[config.mk]
export PLATFORM = sky130hd
export DESIGN_NAME = period_match_timer8
export DESIGN_NICKNAME = d
export VERILOG_FILES = /design/src/common/ptimer_pkg.sv /design/src/common/prescale_if.sv /design/src/hw/prescaler.sv /design/src/hw/period_match_timer8.sv
export SDC_FILE = /design/constraint.sdc
export NUM_CORES = 1
export LEC_CHECK = 0
export ABC_AREA = 1
export BUFFER_PORTS_ARGS = -buffer_cell sky130_fd_sc_hd__buf_2
export CAP_MARGIN = 20
export CORE_MARGIN = 3
export CORE_UTILIZATION = 46
export CTS_CLUSTER_SIZE = 20
export DETAILED_ROUTE_END_ITERATION = 8
export PLACE_DENSITY_LB_ADDON = 0.15
export SLEW_MARGIN = 20
export SYNTH_ARGS = -nofsm -noshare
export SYNTH_HDL_FRONTEND = slang
export SYNTH_SLANG_ARGS = --single-unit
[constraint.sdc]
create_clock -name pclk -period 3.7 [get_ports pclk]
set_input_delay 0.185 -clock pclk [delete_from_list [all_inputs] [get_ports pclk]]
set_output_delay 0.185 -clock pclk [all_outputs]
set_load 0.02 [all_outputs]
[src/common/ptimer_pkg.sv]
// Constants shared by the period match timer and its prescaler.
package ptimer_pkg;
    // Register byte offsets on the APB bus.
    localparam logic [7:0] OFF_COUNT = 8'h00;
    localparam logic [7:0] OFF_PERIOD = 8'h04;
    localparam logic [7:0] OFF_CONTROL = 8'h08;
    localparam logic [7:0] OFF_STATUS = 8'h0C;
    localparam logic [7:0] OFF_MASK = 8'h10;
    // Control register field positions.
    localparam int CTRL_PRE_LSB = 0;
    localparam int CTRL_PRE_MSB = 1;
    localparam int CTRL_RUN_BIT = 2;
    localparam int CTRL_POST_LSB = 3;
    localparam int CTRL_POST_MSB = 6;
    localparam logic [7:0] CTRL_WRITE_MASK = 8'h7F;
    // Status and mask register field position.
    localparam int MATCH_BIT = 0;
    // Reset values.
    localparam logic [7:0] COUNT_RESET = 8'h00;
    localparam logic [7:0] PERIOD_RESET = 8'hFF;
    localparam logic [7:0] CONTROL_RESET = 8'h00;
    // Last prescaler count for each division ratio.
    localparam logic [3:0] PRE_LAST_DIV1 = 4'h0;
    localparam logic [3:0] PRE_LAST_DIV4 = 4'h3;
    localparam logic [3:0] PRE_LAST_DIV16 = 4'hF;

    // Maps the prescale select field onto the last count of the divider.
    function automatic logic [3:0] pre_last(input logic [1:0] sel);
        logic [3:0] last;
        last = PRE_LAST_DIV16;
        if (sel == 2'h0) begin
            last = PRE_LAST_DIV1;
        end else if (sel == 2'h1) begin
            last = PRE_LAST_DIV4;
        end
        return last;
    endfunction : pre_last
endpackage : ptimer_pkg

[src/common/prescale_if.sv]
// Signals passed between the timer core and its prescaler.
`timescale 1ns/1ps
`default_nettype none
interface prescale_if;
    logic clear;
    logic run;
    logic [1:0] sel;
    logic tick;
    modport core (output clear, output run, output sel, input tick);
    modport divider (input clear, input run, input sel, output tick);
endinterface : prescale_if
`default_nettype wire

[src/hw/prescaler.sv]
// Prescaler that turns instruction clocks into count increment ticks.
`timescale 1ns/1ps
`default_nettype none
module prescaler (
    input wire logic pclk,
    input wire logic presetn,
    prescale_if.divider pif
);
    logic [3:0] pre_cnt_q;
    logic [3:0] pre_cnt_d;
    logic tick;
    logic at_last;

    // Counts up to the selected last value and wraps; a clear restarts it.
    always_comb begin
        at_last = (pre_cnt_q >= ptimer_pkg::pre_last(pif.sel));
        tick = pif.run && !pif.clear && at_last;
        pre_cnt_d = pre_cnt_q;
        if (pif.clear) begin
            pre_cnt_d = 4'h0;
        end else if (pif.run) begin
            pre_cnt_d = at_last ? 4'h0 : pre_cnt_q + 4'h1;
        end
    end

    // Registers the divider count.
    always_ff @(posedge pclk or negedge presetn) begin
        if (!presetn) begin
            pre_cnt_q <= 4'h0;
        end else begin
            pre_cnt_q <= pre_cnt_d;
        end
    end

    assign pif.tick = tick;
endmodule : prescaler
`default_nettype wire

[src/hw/period_match_timer8.sv]
// Eight-bit period match timer with prescaler, postscaler and APB registers.
//
// What this block does
// - Instruction clock divided by one, four, sixteen.
// - Count climbs from zero, restarts after period match.
// - Every match advances the postscaler.
// - Postscaler at ratio sets the match flag.
// - Count and period readable and writable always.
// - Reset loads count zero, period all ones.
// - Counting happens only while run enable set.
// - Count or control writes clear both scalers.
// - Control writes leave the count untouched.
// - Postscale field plus one gives the ratio.
// - Prescale field: 00 one, 01 four, 1x sixteen.
// - Control bit seven ignores writes, reads zero.
//
// The address map and register access over APB were chosen for this implementation.
`timescale 1ns/1ps
`default_nettype none
module period_match_timer8 (
    input wire logic pclk,
    input wire logic presetn,
    input wire logic psel,
    input wire logic penable,
    input wire logic pwrite,
    input wire logic [7:0] paddr,
    input wire logic [31:0] pwdata,
    output logic [31:0] prdata,
    output logic pready,
    output logic pslverr,
    output logic irq
);
    // Register state.
    logic [7:0] count_q;
    logic [7:0] count_d;
    logic [7:0] period_q;
    logic [7:0] period_d;
    logic [7:0] control_q;
    logic [7:0] control_d;
    logic [3:0] post_cnt_q;
    logic [3:0] post_cnt_d;
    logic flag_q;
    logic flag_d;
    logic enable_q;
    logic enable_d;
    logic irq_q;
    logic irq_d;

    // Bus answer state.
    logic pready_q;
    logic pready_d;
    logic pslverr_q;
    logic pslverr_d;
    logic [31:0] prdata_q;
    logic [31:0] prdata_d;

    // Decoded strobes and timer events.
    logic access_first;
    logic access_done;
    logic wr_count;
    logic wr_period;
    logic wr_control;
    logic wr_status;
    logic wr_mask;
    logic scaler_clear;
    logic at_period;
    logic match_ev;
    logic post_hit;
    logic tick;

    prescale_if pif ();

    // The prescaler turns instruction clocks into increment ticks.
    prescaler u_prescaler (
        .pclk(pclk),
        .presetn(presetn),
        .pif(pif)
    );

    // Checks whether an address falls on one of the registers.
    function automatic logic addr_mapped(input logic [7:0] addr);
        return (addr == ptimer_pkg::OFF_COUNT) || (addr == ptimer_pkg::OFF_PERIOD) ||
               (addr == ptimer_pkg::OFF_CONTROL) || (addr == ptimer_pkg::OFF_STATUS) ||
               (addr == ptimer_pkg::OFF_MASK);
    endfunction : addr_mapped

    // Reports whether a finished write hits the given offset.
    function automatic logic write_hit(input logic done, input logic wr,
                                       input logic [7:0] addr, input logic [7:0] off);
        return done && wr && (addr == off);
    endfunction : write_hit

    // Bus phase decode; every access carries one wait state.
    always_comb begin
        access_first = psel && penable && !pready_q;
        access_done = psel && penable && pready_q;
        wr_count = write_hit(access_done, pwrite, paddr, ptimer_pkg::OFF_COUNT);
        wr_period = write_hit(access_done, pwrite, paddr, ptimer_pkg::OFF_PERIOD);
        wr_control = write_hit(access_done, pwrite, paddr, ptimer_pkg::OFF_CONTROL);
        wr_status = write_hit(access_done, pwrite, paddr, ptimer_pkg::OFF_STATUS);
        wr_mask = write_hit(access_done, pwrite, paddr, ptimer_pkg::OFF_MASK);
    end

    // Read data and the answer are prepared in the first access cycle.
    always_comb begin
        pready_d = access_first;
        pslverr_d = access_first && !addr_mapped(paddr);
        prdata_d = prdata_q;
        if (access_first && !pwrite) begin
            prdata_d = 32'h0000_0000;
            unique case (paddr)
                ptimer_pkg::OFF_COUNT: prdata_d[7:0] = count_q;
                ptimer_pkg::OFF_PERIOD: prdata_d[7:0] = period_q;
                ptimer_pkg::OFF_CONTROL: prdata_d[7:0] = control_q;
                ptimer_pkg::OFF_STATUS: prdata_d[ptimer_pkg::MATCH_BIT] = flag_q;
                ptimer_pkg::OFF_MASK: prdata_d[ptimer_pkg::MATCH_BIT] = enable_q;
                default: prdata_d = 32'h0000_0000;
            endcase
        end
    end

    // Registers the bus answer.
    always_ff @(posedge pclk or negedge presetn) begin
        if (!presetn) begin
            pready_q <= 1'b0;
            pslverr_q <= 1'b0;
            prdata_q <= 32'h0000_0000;
        end else begin
            pready_q <= pready_d;
            pslverr_q <= pslverr_d;
            prdata_q <= prdata_d;
        end
    end

    // Drives the prescaler run and select from the control register, and its clear from count or control writes.
    assign scaler_clear = wr_count || wr_control;
    assign pif.clear = scaler_clear;
    assign pif.run = control_q[ptimer_pkg::CTRL_RUN_BIT];
    assign pif.sel = control_q[ptimer_pkg::CTRL_PRE_MSB:ptimer_pkg::CTRL_PRE_LSB];
    assign tick = pif.tick;

    // Match detection against the period register.
    always_comb begin
        at_period = (count_q == period_q);
        match_ev = tick && at_period;
        post_hit = match_ev &&
            (post_cnt_q == control_q[ptimer_pkg::CTRL_POST_MSB:ptimer_pkg::CTRL_POST_LSB]);
    end

    // Next values of the count, period and control registers.
    always_comb begin
        count_d = count_q;
        period_d = period_q;
        control_d = control_q;
        if (wr_count) begin
            count_d = pwdata[7:0];
        end else if (match_ev) begin
            count_d = 8'h00;
        end else if (tick) begin
            count_d = count_q + 8'h01;
        end
        if (wr_period) begin
            period_d = pwdata[7:0];
        end
        if (wr_control) begin
            control_d = pwdata[7:0] & ptimer_pkg::CTRL_WRITE_MASK;
        end
    end

    // Postscaler count; it wraps when the selected ratio is reached.
    always_comb begin
        post_cnt_d = post_cnt_q;
        if (scaler_clear) begin
            post_cnt_d = 4'h0;
        end else if (post_hit) begin
            post_cnt_d = 4'h0;
        end else if (match_ev) begin
            post_cnt_d = post_cnt_q + 4'h1;
        end
    end

    // Sticky match flag, its enable, and the interrupt level.
    always_comb begin
        flag_d = flag_q;
        enable_d = enable_q;
        if (wr_status && pwdata[ptimer_pkg::MATCH_BIT]) begin
            flag_d = 1'b0;
        end
        if (post_hit) begin
            flag_d = 1'b1;
        end
        if (wr_mask) begin
            enable_d = pwdata[ptimer_pkg::MATCH_BIT];
        end
        irq_d = flag_q && enable_q;
    end

    // Registers the timer state.
    always_ff @(posedge pclk or negedge presetn) begin
        if (!presetn) begin
            count_q <= ptimer_pkg::COUNT_RESET;
            period_q <= ptimer_pkg::PERIOD_RESET;
            control_q <= ptimer_pkg::CONTROL_RESET;
            post_cnt_q <= 4'h0;
            flag_q <= 1'b0;
            enable_q <= 1'b0;
            irq_q <= 1'b0;
        end else begin
            count_q <= count_d;
            period_q <= period_d;
            control_q <= control_d;
            post_cnt_q <= post_cnt_d;
            flag_q <= flag_d;
            enable_q <= enable_d;
            irq_q <= irq_d;
        end
    end

    assign prdata = prdata_q;
    assign pready = pready_q;
    assign pslverr = pslverr_q;
    assign irq = irq_q;
endmodule : period_match_timer8
`default_nettype wire

== After elaboration in Yosys (flattened, before gate mapping) ==
Index checks and enable logic that the tools add are counted.
W data, S select, Z words.

* Output and inout port bits: 35
* Bits of input ports: 45
* Register bits after elaboration: 44

* Multiplexer cells: 15
* Eq/ne operators: 7
* Add/sub/neg operators: 3
* Reduce and logical (&&, ||, !) cells: 32
* Order comparisons: 1

{| class="wikitable"
|+ Operators with widths
! operator !! number
|-
| $mux W4 || 8
|-
| $mux W8 || 3
|-
| $pmux W7 S3 || 1
|-
| $logic_and A1 B1 Y1 || 17
|-
| $eq A8 B4 Y1 const B || 2
|-
| $add A4 B1 Y4 const B || 2
|-
| $add A8 B1 Y8 const B || 1
|-
| $eq A8 B3 Y1 const B || 1
|-
| $eq A8 B5 Y1 const B || 1
|-
| $eq A8 B8 Y1 || 1
|-
| $logic_not A8 Y1 || 1
|-
| $reduce_bool A3 Y1 || 2
|-
| $logic_or A1 B1 Y1 || 5
|-
| $pmux W1 S5 || 1
|-
| $eq A4 B4 Y1 || 1
|-
| $ge A4 B4 Y1 || 1
|-
| $logic_not A1 Y1 || 4
|-
| $reduce_bool A2 Y1 || 2
|-
| $eq A2 B1 Y1 const B || 1
|-
| $logic_not A2 Y1 || 1
|-
| $mux W1 || 2
|}

== Logic depth before layout (Yosys ltp) ==
Gate-level depths: netlist of the first run.

* Word-level depth: 12
* Depth in mapped cells: 11
* Gate-level depth less buffers: 11

== By module ==
From an unflattened synthesis of the first run, not the netlist that was laid out.

* Cells, all modules: 414
* Area, all modules: 3046.7 µm²

{| class="wikitable"
|+ Modules (own cells, without submodules)
! module !! area each (µm²) !! cells an instance !! instances
|-
| period_match_timer8 || 2703.8 || 366 || 1
|-
| prescaler || 342.8 || 48 || 1
|}

== Worst setup path after synthesis of the first run ==
OpenSTA, ideal clock, no wires.

* Path kind: reg-to-reg
* From: reg control_q[1]
* To: reg post_cnt_q[0]
* Stages on the path, launching flop included: 11
* Required time: 3.582 ns
* Slack: 2.056 ns
* Clock period less this slack: 1.644 ns
* Path buffers: 0
* Data arrival time: 1.526 ns
* Cell sequence: dfrtp_1 > nor2_1 > inv_1 > ha_1 > nand3_1 > nand3_1 > nand4_4 > nor2_4 > nor2_4 > nand2_1 > nand2_1

* Longest elaborated chain between the ends: 9

{| class="wikitable"
|+ Ends and longest elaborated chain
! element !! line !! RTL
|-
| start, declared || period_match_timer8.sv:38 || <nowiki>logic [7:0] control_q;</nowiki>
|-
| start signal, assigned || period_match_timer8.sv:203 || <nowiki>control_q <= ptimer_pkg::CONTROL_RESET;</nowiki>
|-
| start signal, assigned || period_match_timer8.sv:211 || <nowiki>control_q <= control_d;</nowiki>
|-
| $eq A2 B1 Y1 || ptimer_pkg.sv:33 || <nowiki>end else if (sel == 2'h1) begin</nowiki>
|-
| $mux W4 || ptimer_pkg.sv:33 ||
|-
| $mux W4 (*) || ptimer_pkg.sv:31 || <nowiki>if (sel == 2'h0) begin</nowiki>
|-
| $ge A4 B4 Y1 (*) || prescaler.sv:16 || <nowiki>at_last = (pre_cnt_q >= ptimer_pkg::pre_last(pif.sel));</nowiki>
|-
| $logic_and A1 B1 Y1 (*) || prescaler.sv:17 || <nowiki>tick = pif.run && !pif.clear && at_last;</nowiki>
|-
| $logic_and A1 B1 Y1 (*) || period_match_timer8.sv:145 || <nowiki>match_ev = tick && at_period;</nowiki>
|-
| $logic_and A1 B1 Y1 || period_match_timer8.sv:146 || <nowiki>post_hit = match_ev &&</nowiki>
|-
| $mux W4 || period_match_timer8.sv:175 || <nowiki>end else if (post_hit) begin</nowiki>
|-
| $mux W4 || period_match_timer8.sv:173 || <nowiki>if (scaler_clear) begin</nowiki>
|-
| end signal, assigned || period_match_timer8.sv:212 || <nowiki>post_cnt_q <= post_cnt_d;</nowiki>
|-
| end, declared || period_match_timer8.sv:40 || <nowiki>logic [3:0] post_cnt_q;</nowiki>
|}

Every way passes the cells marked *; elsewhere a longest branch is shown, timed or not.
A chain may end at the register's enable or synchronous reset.

== Worst setup path in the final report of the first run ==
* From: reg control_q[1]
* To: reg post_cnt_q[3]

The elaborated chain is that of the path after synthesis.

==> Implementation_results.wiki, run 1 <==
{| class="wikitable"
! Metric !! Value
|-
| Status || finished, final reports clean
|-
| Post-route cell area || 0.00307 sq mm
|-
| Detailed Route WL || 5740 microns
|-
| Count of cells along the worst register-to-register path || 10
|-
| Total track usage || 0.168
|-
| Synth async-reset ratio || 1.00
|-
| Layout filler cell count || 590
|-
| Placed Instances || 445
|-
| Number of flops mapped to enable cells by yosys || 0
|-
| Hold slack || 0.116 ns
|-
| Number of cells on the worst hold path || 3
|-
| Clock network latency to the later pin of the worst-skew pair || 0.30 ns
|-
| Worst hold-check path type || input pin to flip-flop
|-
| Number of sinks handled by clock tree synthesis || 44
|-
| Number of different library cells in the post-synthesis netlist || 41
|-
| Worst-path maximum fanout || 10
|-
| Final Net Count || 430
|-
| Capture point of the worst reg-to-reg path || post_cnt_q[3]
|-
| Power density relative to cell area || 302 mW/mm^2
|-
| Uppermost layer routed || met4
|-
| Unrepaired setup endpoints after global routing || no
|-
| Slew @ Worst Pin || 0.624 ns
|-
| Number of synthesized register bits || 44
|-
| Count of final max-slew check failures || 0
|-
| Number of failing hold endpoints at the final stage || 0
|-
| Via total after detailed routing || 2,184
|-
| Chip height || 84.9 microns
|-
| Max-slew headroom || 0.581
|-
| Root Buffer Master || clkbuf_8
|-
| Placed Area || 0.00297 sq mm
|-
| Max-Cap Viols || 0
|-
| Slack of the worst reg-to-reg path || 1.80 ns
|-
| Average cell area after synthesis || 8.25 sq um
|-
| Fraction of post-synthesis cell area in the top cell type by area || 0.315
|-
| Routed length on met3 || 292 microns
|-
| Detailed-routed wire length on met2 || 2490 microns
|-
| Leading register cell type out of synthesis || dfrtp_1
|-
| Ratio of cells with drive above 1 in the final layout || 0.214
|-
| Leakage power of the design || 0.00166 uW
|-
| Effective utilization at floorplan || 0.478
|-
| Final total power || 927 uW
|-
| Number of warnings printed during yosys synthesis || 0
|-
| Boundary pin count || 80
|-
| Post-CTS clock slew at the launch and capture registers of the worst setup and hold paths || 0.08 ns
|-
| Synth Cell Area || 0.00286 sq mm
|-
| Clock skew after layout || 0.00550 ns
|-
| Number of rows created at floorplan || 28
|-
| Post-detailed-route wirelength per cell || 12.6 microns
|-
| Pin count of the biggest net entering global routing || 45
|-
| Detailed-routing iteration count for the pre-antenna-repair pass || 4
|-
| Non-filler cells in the finished layout || 454
|-
| H-tree levels || 2
|-
| Wire length on met1 || 2890 microns
|-
| Wire length of the first global-routing pass || 9740 microns
|-
| Number of remaining DRC errors || 0
|-
| First DRT Iteration DRCs || 163
|-
| Data arrival time of the worst path || 2.09 ns
|-
| Crit share post-route || 0.513
|-
| Core footprint || 0.00599 sq mm
|-
| Total global routing overflow || 0
|-
| Post-route minimum period || 1.90 ns
|-
| Element type at the critical path end || flip-flop
|-
| Antenna cell count || 0
|-
| Hold-fix buffers at CTS || 0
|-
| Post-CTS Setup Repair Bufs || 0
|-
| RR Startpoint || control_q[1]
|-
| Most area-hungry cell type in the Yosys netlist || dfrtp_1
|-
| Worst min-delay path startpoint || pwdata[4]
|-
| Max IR drop VDD || 0.217 mV
|-
| Horiz. Die Dim || 84.9 microns
|-
| Antenna-violating nets left || 0
|-
| Via count of the first global-routing pass || 2,040
|-
| Final Wtd Congestion || 0.790
|-
| Total CTS buffers || 5
|-
| Number of failing setup endpoints in the final timing report || 0
|-
| Layout Area Growth over Synthesis || 7.30%
|-
| DPL Wire Length || 4320 microns
|-
| Post-synthesis cell count || 347
|-
| Area enclosed by the die boundary || 0.00721 sq mm
|-
| Initial antenna violation count || 0
|-
| Worst hold endpoint || count_q[4]
|-
| Top post-synthesis cells by area || dfrtp_1, nand2_1, dfstp_2, buf_4, nand3_1
|-
| Buffers on Ports || 31
|-
| Crit Path Class || flip-flop to flip-flop
|-
| Sequential area share after synthesis || 0.388
|-
| Total of cells resized after clock tree synthesis || 0
|-
| CTS tree || done
|-
| Setup TNS Final || 0 ns
|-
| CP required || 3.89 ns
|-
| Clock tree buffer depth || 2
|-
| Via count normalized by instance count || 4.81
|-
| Kind of start point of the critical path || flip-flop
|-
| Top achievable clock speed || 0.527 GHz
|}
worst max-delay path by stage:
stage	startpoint	end	slack (ns)	depth (start not counted)
CTS	control_q[1]	post_cnt_q[3]	1.78	11
finish	control_q[1]	post_cnt_q[3]	1.80	10
global placement	control_q[0]	post_cnt_q[3]	1.84	10
global route	control_q[1]	post_cnt_q[1]	1.58	11
floorplan	control_q[1]	post_cnt_q[0]	2.06	10
detailed placement	control_q[1]	post_cnt_q[0]	1.78	10
registers in the layout (all words and copies together), names as in the netlist:
register / flops
u_prescaler.pre_cnt_q: 4
post_cnt_q: 4
flag_q: 1
prdata: 8
control_q: 7
count_q: 8
enable_q: 1
pready: 1
pslverr: 1
irq: 1
period_q: 8
cells in the final DEF (no fill, tap or decap), types with 6 or more instances in the layout:
master,Yosys,routed
nor2_1,16,16
xnor2_1,6,6
nor2_4,7,7
buf_2,2,30
dfrtp_1,36,36
dfstp_2,8,8
o21ai_2,9,9
clkbuf_8,0,6
o21ai_0,19,19
ha_1,7,7
nand3_1,35,35
inv_1,35,35
conb_1,1,24
inv_2,6,6
xor2_1,13,13
nand2_1,81,81
routing by layer:
layer  global-route usage  vias to the layer above
met4               0.0432                        0
met5                    0                        -
met3               0.0320                        5
met1                0.242                      982
met2                0.262                       62
li1                     -                     1135
metrics by stage:
stage,util,setup slack (ns)
CTS,0.511,1.78
finish,0.513,1.80
global placement,0.496,1.84
detailed placement,0.496,1.78
floorplan,-,2.06
global route,0.513,1.58
area by class of cell:
type | count | area [sq um] | area share
Multi-Input combinational cell | 254 | 1460 | 0.474
Sequential cell | 44 | 1110 | 0.362
Timing Repair Buffer | 32 | 168 | 0.0546
Inverter | 41 | 154 | 0.0501
Tap cell | 75 | 93.8 | 0.0305
Clock buffer | 8 | 90.1 | 0.0293
critical path, stage by stage (launching register included):
cell and delay, ns:
dfrtp_1 0.40, nor2_1 0.16, inv_1 0.06, ha_1 0.27, nand3_1 0.07, nand3_1 0.19
nand4_4 0.24, nor2_4 0.24, nor2_4 0.06, nand2_1 0.05, nand2_1 0.05
kinds of logic (layout without fill, tap and decap cells):
kind of cell | count (synthesis) | count (layout) | synth area share
AO/OA/AOI/OAI | 42 | 42 | 0.0927
XOR/XNOR | 19 | 19 | 0.0581
adder cells (fa/ha/maj) | 7 | 7 | 0.0306
buffers and inverters | 72 | 81 | 0.134
flip-flops | 44 | 44 | 0.388
other | 1 | 24 | 0.00131
AND/OR/NAND/NOR | 162 | 162 | 0.295
synthesized netlist by cell type, types with 2 or more instances:
master / count
buf_4: 25
buf_6: 2
nand2_1: 81
a21oi_1: 4
nor2_1: 16
nand3_1: 35
inv_1: 35
inv_2: 6
nor2_4: 7
xor2_1: 13
o211ai_1: 2
dfstp_2: 8
o21ai_2: 9
nand4_1: 5
buf_2: 2
dfrtp_1: 36
xnor2_1: 6
nand2_2: 2
nand2_4: 5
ha_1: 7
o22ai_1: 3
o21ai_0: 19
report_power, final:
group	internal [uW]	leakage, uW	switching, uW
registers	491	0.000557	8.34
clock network	153	0.0000455	163
logic	32.9	0.00106	80.3
Note: power is estimated with default switching activity, not from simulation.
==> inputs of run 2 (changes only) <==
clock period = 1.6 ns   (was 3.7 ns; I/O delays follow)
==> Implementation_results.wiki, run 2 (synthesis gave the netlist of run 1 again) <==
{| class="wikitable"
! Metric !! Value
|-
| Post-detailed-route wirelength per cell || 12.9 microns
|-
| Via total after detailed routing || 2,304
|-
| Switching portion of total power || 0.284
|-
| Total global routing overflow || 0
|-
| Final Net Count || 453
|-
| Crit Path Class || flip-flop to flip-flop
|-
| Core footprint || 0.00599 sq mm
|-
| Chip height || 84.9 microns
|-
| Crit share post-route || 1.08
|-
| Antenna-violating nets left || 0
|-
| Post-route minimum period || 1.73 ns
|-
| Number of failing hold endpoints at the final stage || 0
|-
| Pin count of the biggest net entering global routing || 20
|-
| Post-CTS clock slew at the launch and capture registers of the worst setup and hold paths || 0.09 ns
|-
| Share of power burned in combinational logic || 0.140
|-
| Number of rows created at floorplan || 28
|-
| Final Wtd Congestion || 0.885
|-
| Buffers on Ports || 31
|-
| Unrepaired setup endpoints after global routing || yes
|-
| Final total power || 2230 uW
|-
| Worst slack at placement || -0.134 ns
|-
| Wire length of the first global-routing pass || 10,400 microns
|-
| Failing checks || setup timing
|-
| Data arrival time of the worst path || 1.97 ns
|-
| Clock tree buffer depth || 2
|-
| CP required || 1.84 ns
|-
| Leakage power of the design || 0.00179 uW
|-
| Sequential share of power || 0.518
|-
| Setup TNS Final || -1.47 ns
|-
| Antenna cell count || 0
|-
| Clock network latency to the later pin of the worst-skew pair || 0.31 ns
|-
| Switching power || 632 uW
|-
| Boundary pin count || 80
|-
| Total CTS buffers || 5
|-
| Clk network pwr share || 0.343
|-
| Non-filler cells in the finished layout || 477
|-
| Commonest non-fill, non-tap cell in the layout || nand2_1
|-
| Number of failing setup endpoints in the final timing report || 17
|-
| Element type at the critical path end || flip-flop
|-
| Horiz. Die Dim || 84.9 microns
|-
| Detailed-routing iteration count for the pre-antenna-repair pass || 4
|-
| Via count of the first global-routing pass || 2,177
|-
| H-tree levels || 2
|-
| Number of sinks handled by clock tree synthesis || 44
|-
| Via count normalized by instance count || 4.83
|-
| Cell internal power dissipation || 1590 uW
|-
| Kind of start point of the critical path || flip-flop
|-
| Commonest cells after routing, fill and taps aside || nand2_1, dfrtp_1, inv_1
|-
| Util after Layout || 0.558
|-
| Initial antenna violation count || 0
|-
| Power density relative to cell area || 666 mW/mm^2
|-
| Worst-path maximum fanout || 8
|-
| Placed Instances || 464
|-
| Max IR drop VDD || 0.322 mV
|-
| First DRT Iteration DRCs || 116
|-
| Clock skew after layout || 0.0130 ns
|-
| Ratio of cells with drive above 1 in the final layout || 0.301
|-
| Total track usage || 0.180
|-
| Layout Area Growth over Synthesis || 16.7%
|-
| Layout filler cell count || 561
|-
| Area enclosed by the die boundary || 0.00721 sq mm
|-
| Count of final max-slew check failures || 0
|-
| Effective utilization at floorplan || 0.478
|-
| Max-Cap Viols || 0
|-
| CTS tree || done
|-
| Worst hold-check path type || input pin to flip-flop
|-
| Detailed Route WL || 6130 microns
|-
| Setup ws final || -0.128 ns
|-
| DPL Wire Length || 4740 microns
|-
| Status || complete, but fails checks
|-
| Top achievable clock speed || 0.579 GHz
|-
| Number of remaining DRC errors || 0
|-
| Root Buffer Master || clkbuf_8
|}
## run 2: cell types whose count changed in the layout (fill, tap and decap cells not counted), moves of 2 or more
cell,delta
nand3_1,-10
dlygate4sd3_1,+3
inv_1,-2
nand3_2,+10
clkinvlp_4,+2
clkbuf_1,-2
nand2_2,+3
buf_4,+18
nand2_1,-3
## run 2: per-stage QoR
stage | hold slack, ns | area (sq um)
final | 0.00317 | 3340
after global routing | 0.00918 | 3340
after CTS | 0.00428 | 3270
after detailed placement | 0.0510 | 3120
after global placement | 0.0506 | 3120
after floorplan | -0.216 | 2950
## run 2: repair_timing
action,CTS,global route
pin swaps,9,8
endpoints found under the setup margin,14,17
gates resized for setup,4,15
endpoints found under the hold margin,16,0
hold buffers,4,0
setup buffers,0,1
## run 2: power by group through the flow
stage / Combinational [uW] / Sequential, uW / Clock (uW)
floorplan: 213 / 1180 / 0
global placement: 282 / 1170 / 0
detailed placement: 286 / 1170 / 0
CTS: 298 / 1150 / 785
global route: 348 / 1160 / 828
finish: 311 / 1150 / 762
## run 2: final cells by class
| cell class | count | area, sq um | area share |
|---|---|---|---|
| Multi-Input combinational cell | 254 | 1530 | 0.459 |
| Sequential cell | 44 | 1110 | 0.332 |
| Timing Repair Buffer | 55 | 349 | 0.104 |
| Inverter | 41 | 156 | 0.0468 |
| Tap cell | 75 | 93.8 | 0.0281 |
| Clock buffer | 6 | 82.6 | 0.0247 |
| Clock inverter | 2 | 15.0 | 0.00449 |
## run 2: worst paths after layout
check	startpoint	end	slack, ns	cells after the start
setup reg to reg	control_q[1]	count_q[1]	-0.13	10
setup / recovery	control_q[1]	count_q[1]	-0.13	10
hold / removal	pwdata[2]	count_q[2]	0.003	3
min in group asynchronous	presetn	post_cnt_q[0]	0.24	2
max in group asynchronous	presetn	period_q[7]	0.74	3
hold reg to reg	flag_q	irq	0.47	2
## run 2: worst max-delay path, stage by stage, from the launching register on
cell      delay, ns
dfrtp_1        0.40
nor2_2         0.05
ha_1           0.29
inv_1          0.04
o21bai_1       0.11
nand2_1        0.07
nand3_2        0.10
nand4_4        0.14
nor2_4         0.29
nand3_2        0.10
nand3_2        0.06
## run 2: per-layer routing
metal  up-vias  part of all wire  wire, microns  track usage
li1       1177                 -              -            -
met1      1056              0.48           2960        0.253
met2        61              0.45           2790        0.280
met3        10             0.048            295       0.0379
met4         0             0.015             93       0.0561
met5         -                 0              0            0
==> inputs of run 3 (changes only) <==
ABC_AREA = 0   (was 1)
ABC_CLOCK_PERIOD_IN_PS = 2000   (was default)
clock period = 2 ns   (was 1.6 ns; I/O delays follow)
==> Implementation_results.wiki, run 3 <==
{| class="wikitable"
! Metric !! Value
|-
| Status || complete, but fails checks
|-
| Failing checks || setup timing
|-
| Number of failing setup endpoints in the final timing report || 15
|-
| Clock skew after layout || 0.00820 ns
|-
| Total CTS buffers || 5
|-
| Clk network pwr share || 0.385
|-
| Setup ws final || -0.152 ns
|-
| Clock network latency to the later pin of the worst-skew pair || 0.29 ns
|-
| Number of sinks handled by clock tree synthesis || 44
|-
| Chain of cells forming the critical path || or2_4 > ha_4 > nand2b_4 > a2111oi_4 > nor3b_4 > buf_6 > nand2_4 > and3_4 > a211o_1
|-
| Antenna-violating nets left || 0
|-
| Post-route minimum period || 2.15 ns
|-
| CTS tree || done
|-
| Antenna cell count || 0
|-
| Initial antenna violation count || 0
|-
| Total global routing overflow || 0
|-
| Worst min-delay path startpoint || pwdata[6]
|-
| Util after Layout || 0.606
|-
| Count of final max-slew check failures || 0
|-
| Area enclosed by the die boundary || 0.00666 sq mm
|-
| Number of flops mapped to enable cells by yosys || 0
|-
| Commonest non-fill, non-tap cell in the layout || dfrtp_1
|-
| Horiz. Die Dim || 81.6 microns
|-
| Via total after detailed routing || 2,071
|-
| Number of failing hold endpoints at the final stage || 0
|-
| Via count normalized by instance count || 5.27
|-
| Top cells by count, synth || dfrtp_1, buf_4, nand2_1
|-
| Average cell area after synthesis || 9.92 sq um
|-
| Wire length of the first global-routing pass || 9670 microns
|-
| Worst hold-check path type || input pin to flip-flop
|-
| Ratio of cells with drive above 1 in the final layout || 0.368
|-
| Crit share post-route || 1.08
|-
| Clock tree buffer depth || 2
|-
| Synth async-reset ratio || 1.00
|-
| Final Net Count || 374
|-
| Power density relative to cell area || 546 mW/mm^2
|-
| Total track usage || 0.189
|-
| Detailed-routing iteration count for the pre-antenna-repair pass || 4
|-
| Number of different library cells in the post-synthesis netlist || 56
|-
| Most common cell in the netlist || dfrtp_1
|-
| H-tree levels || 2
|-
| Boundary pin count || 80
|-
| Number of rows created at floorplan || 26
|-
| Commonest cells after routing, fill and taps aside || dfrtp_1, buf_2, conb_1
|-
| Unrepaired setup endpoints after global routing || yes
|-
| Layout Area Growth over Synthesis || 22.2%
|-
| Effective utilization at floorplan || 0.496
|-
| Post-synthesis cell count || 265
|-
| Setup crit start || control_q[0]
|-
| Crit Path Class || flip-flop to flip-flop
|-
| Max-slew headroom || 0.635
|-
| Fraction of post-synthesis cell area in the top cell type by area || 0.343
|-
| Sequential share of power || 0.522
|-
| Element type at the critical path end || flip-flop
|-
| Non-filler cells in the finished layout || 393
|-
| Number of synthesized register bits || 44
|-
| Buffers on Ports || 31
|-
| Most area-hungry cell type in the Yosys netlist || dfrtp_1
|-
| Share of power burned in combinational logic || 0.093
|-
| Switching portion of total power || 0.247
|-
| Number of warnings printed during yosys synthesis || 0
|-
| Switching power || 433 uW
|-
| Slew @ Worst Pin || 0.548 ns
|-
| Worst-path maximum fanout || 4
|-
| Detailed Route WL || 5810 microns
|-
| Placed Instances || 381
|-
| Slowest stage cell, crit path || dfrtp_1
|-
| Final Wtd Congestion || 0.896
|-
| CP required || 2.18 ns
|-
| Leading register cell type out of synthesis || dfrtp_1
|-
| Number of remaining DRC errors || 0
|-
| Cell internal power dissipation || 1320 uW
|-
| Max IR drop VDD || 0.351 mV
|-
| First DRT Iteration DRCs || 205
|-
| Core footprint || 0.00530 sq mm
|-
| Data arrival time of the worst path || 2.33 ns
|-
| Biggest cell delay along the critical path || 0.39 ns
|-
| Sequential area share after synthesis || 0.423
|-
| Top post-synthesis cells by area || dfrtp_1, dfstp_2, buf_4, mux2_2, ha_1
|-
| Chip height || 81.6 microns
|-
| Kind of start point of the critical path || flip-flop
|-
| Setup TNS Final || -1.45 ns
|-
| Via count of the first global-routing pass || 2,026
|-
| Top achievable clock speed || 0.465 GHz
|-
| Post-CTS clock slew at the launch and capture registers of the worst setup and hold paths || 0.08 ns
|-
| Max-Cap Viols || 0
|-
| Synth Cell Area || 0.00263 sq mm
|-
| Hold slack || 0.0509 ns
|-
| Root Buffer Master || clkbuf_8
|-
| RR Startpoint || control_q[0]
|-
| DPL Wire Length || 4370 microns
|-
| Post-detailed-route wirelength per cell || 14.8 microns
|-
| Pin count of the biggest net entering global routing || 45
|-
| Leakage power of the design || 0.00154 uW
|}
[run 3: power groups by stage]
stage	clock network [uW]	logic, uW	registers [uW]
floorplan	0	120	936
finish	676	162	917
CTS	693	161	916
detailed placement	0	159	933
global route	742	182	919
global placement	0	158	933
[run 3: cell type report]
cell class	count	area (sq um)
clock inverter	2	35.0
tap	70	87.6
timing repair buffer	57	364
clock buffer	6	72.6
sequential	44	1110
inverter	12	45.0
fill	459	2090
multi-input combinational	202	1500
[run 3: what timing repair did]
item	in CTS	in global routing
pin swaps	5	9
endpoints found under the hold margin	36	0
gates resized for setup	7	21
setup buffers	2	1
hold buffers	1	0
endpoints found under the setup margin	15	17
[run 3: routing by layer]
metal / GRT usage / vias up / routed length, microns
met1: 0.256 / 986 / 2600
met2: 0.314 / 62 / 2830
met3: 0.0329 / 5 / 346
met5: 0 / - / 0
met4: 0.0482 / 0 / 41
li1: - / 1018 / -
[run 3: final timing paths]
kind	slack, ns	cells past startpoint	to
min in group asynchronous	0.41	3	irq
min	0.05	2	count_q[6]
max reg2reg	-0.15	9	count_q[6]
max in group asynchronous	1.21	3	period_q[2]
max	-0.15	9	count_q[6]
min reg2reg	0.48	1	prdata[4]
[run 3: kinds of logic after synthesis]
group	share of synthesized area
AOI/OAI and AO/OA	0.159
xor gates and xnor gates	0.0433
adders and majority gates	0.0333
buffers and inverters	0.0976
DFF	0.423
muxes	0.0728
other	0.00143
and+or+nand+nor	0.170
[run 3: stage by stage]
stage | instance area (sq um) | total power (uW) | worst slack (ns)
after floorplan | 2780 | 1060 | -0.111
after global placement | 2970 | 1090 | -0.153
final | 3210 | 1760 | -0.152
after global routing | 3210 | 1840 | -0.266
after detailed placement | 2970 | 1090 | -0.216
after CTS | 3120 | 1770 | -0.179
[run 3: critical path: cells and delay by family (launching register included)]
kind | cells | cell delay, ns
compound gates | 2 | 0.29
fa+ha+maj | 1 | 0.26
buf+inv | 1 | 0.17
flops | 1 | 0.39
simple gates | 5 | 0.92
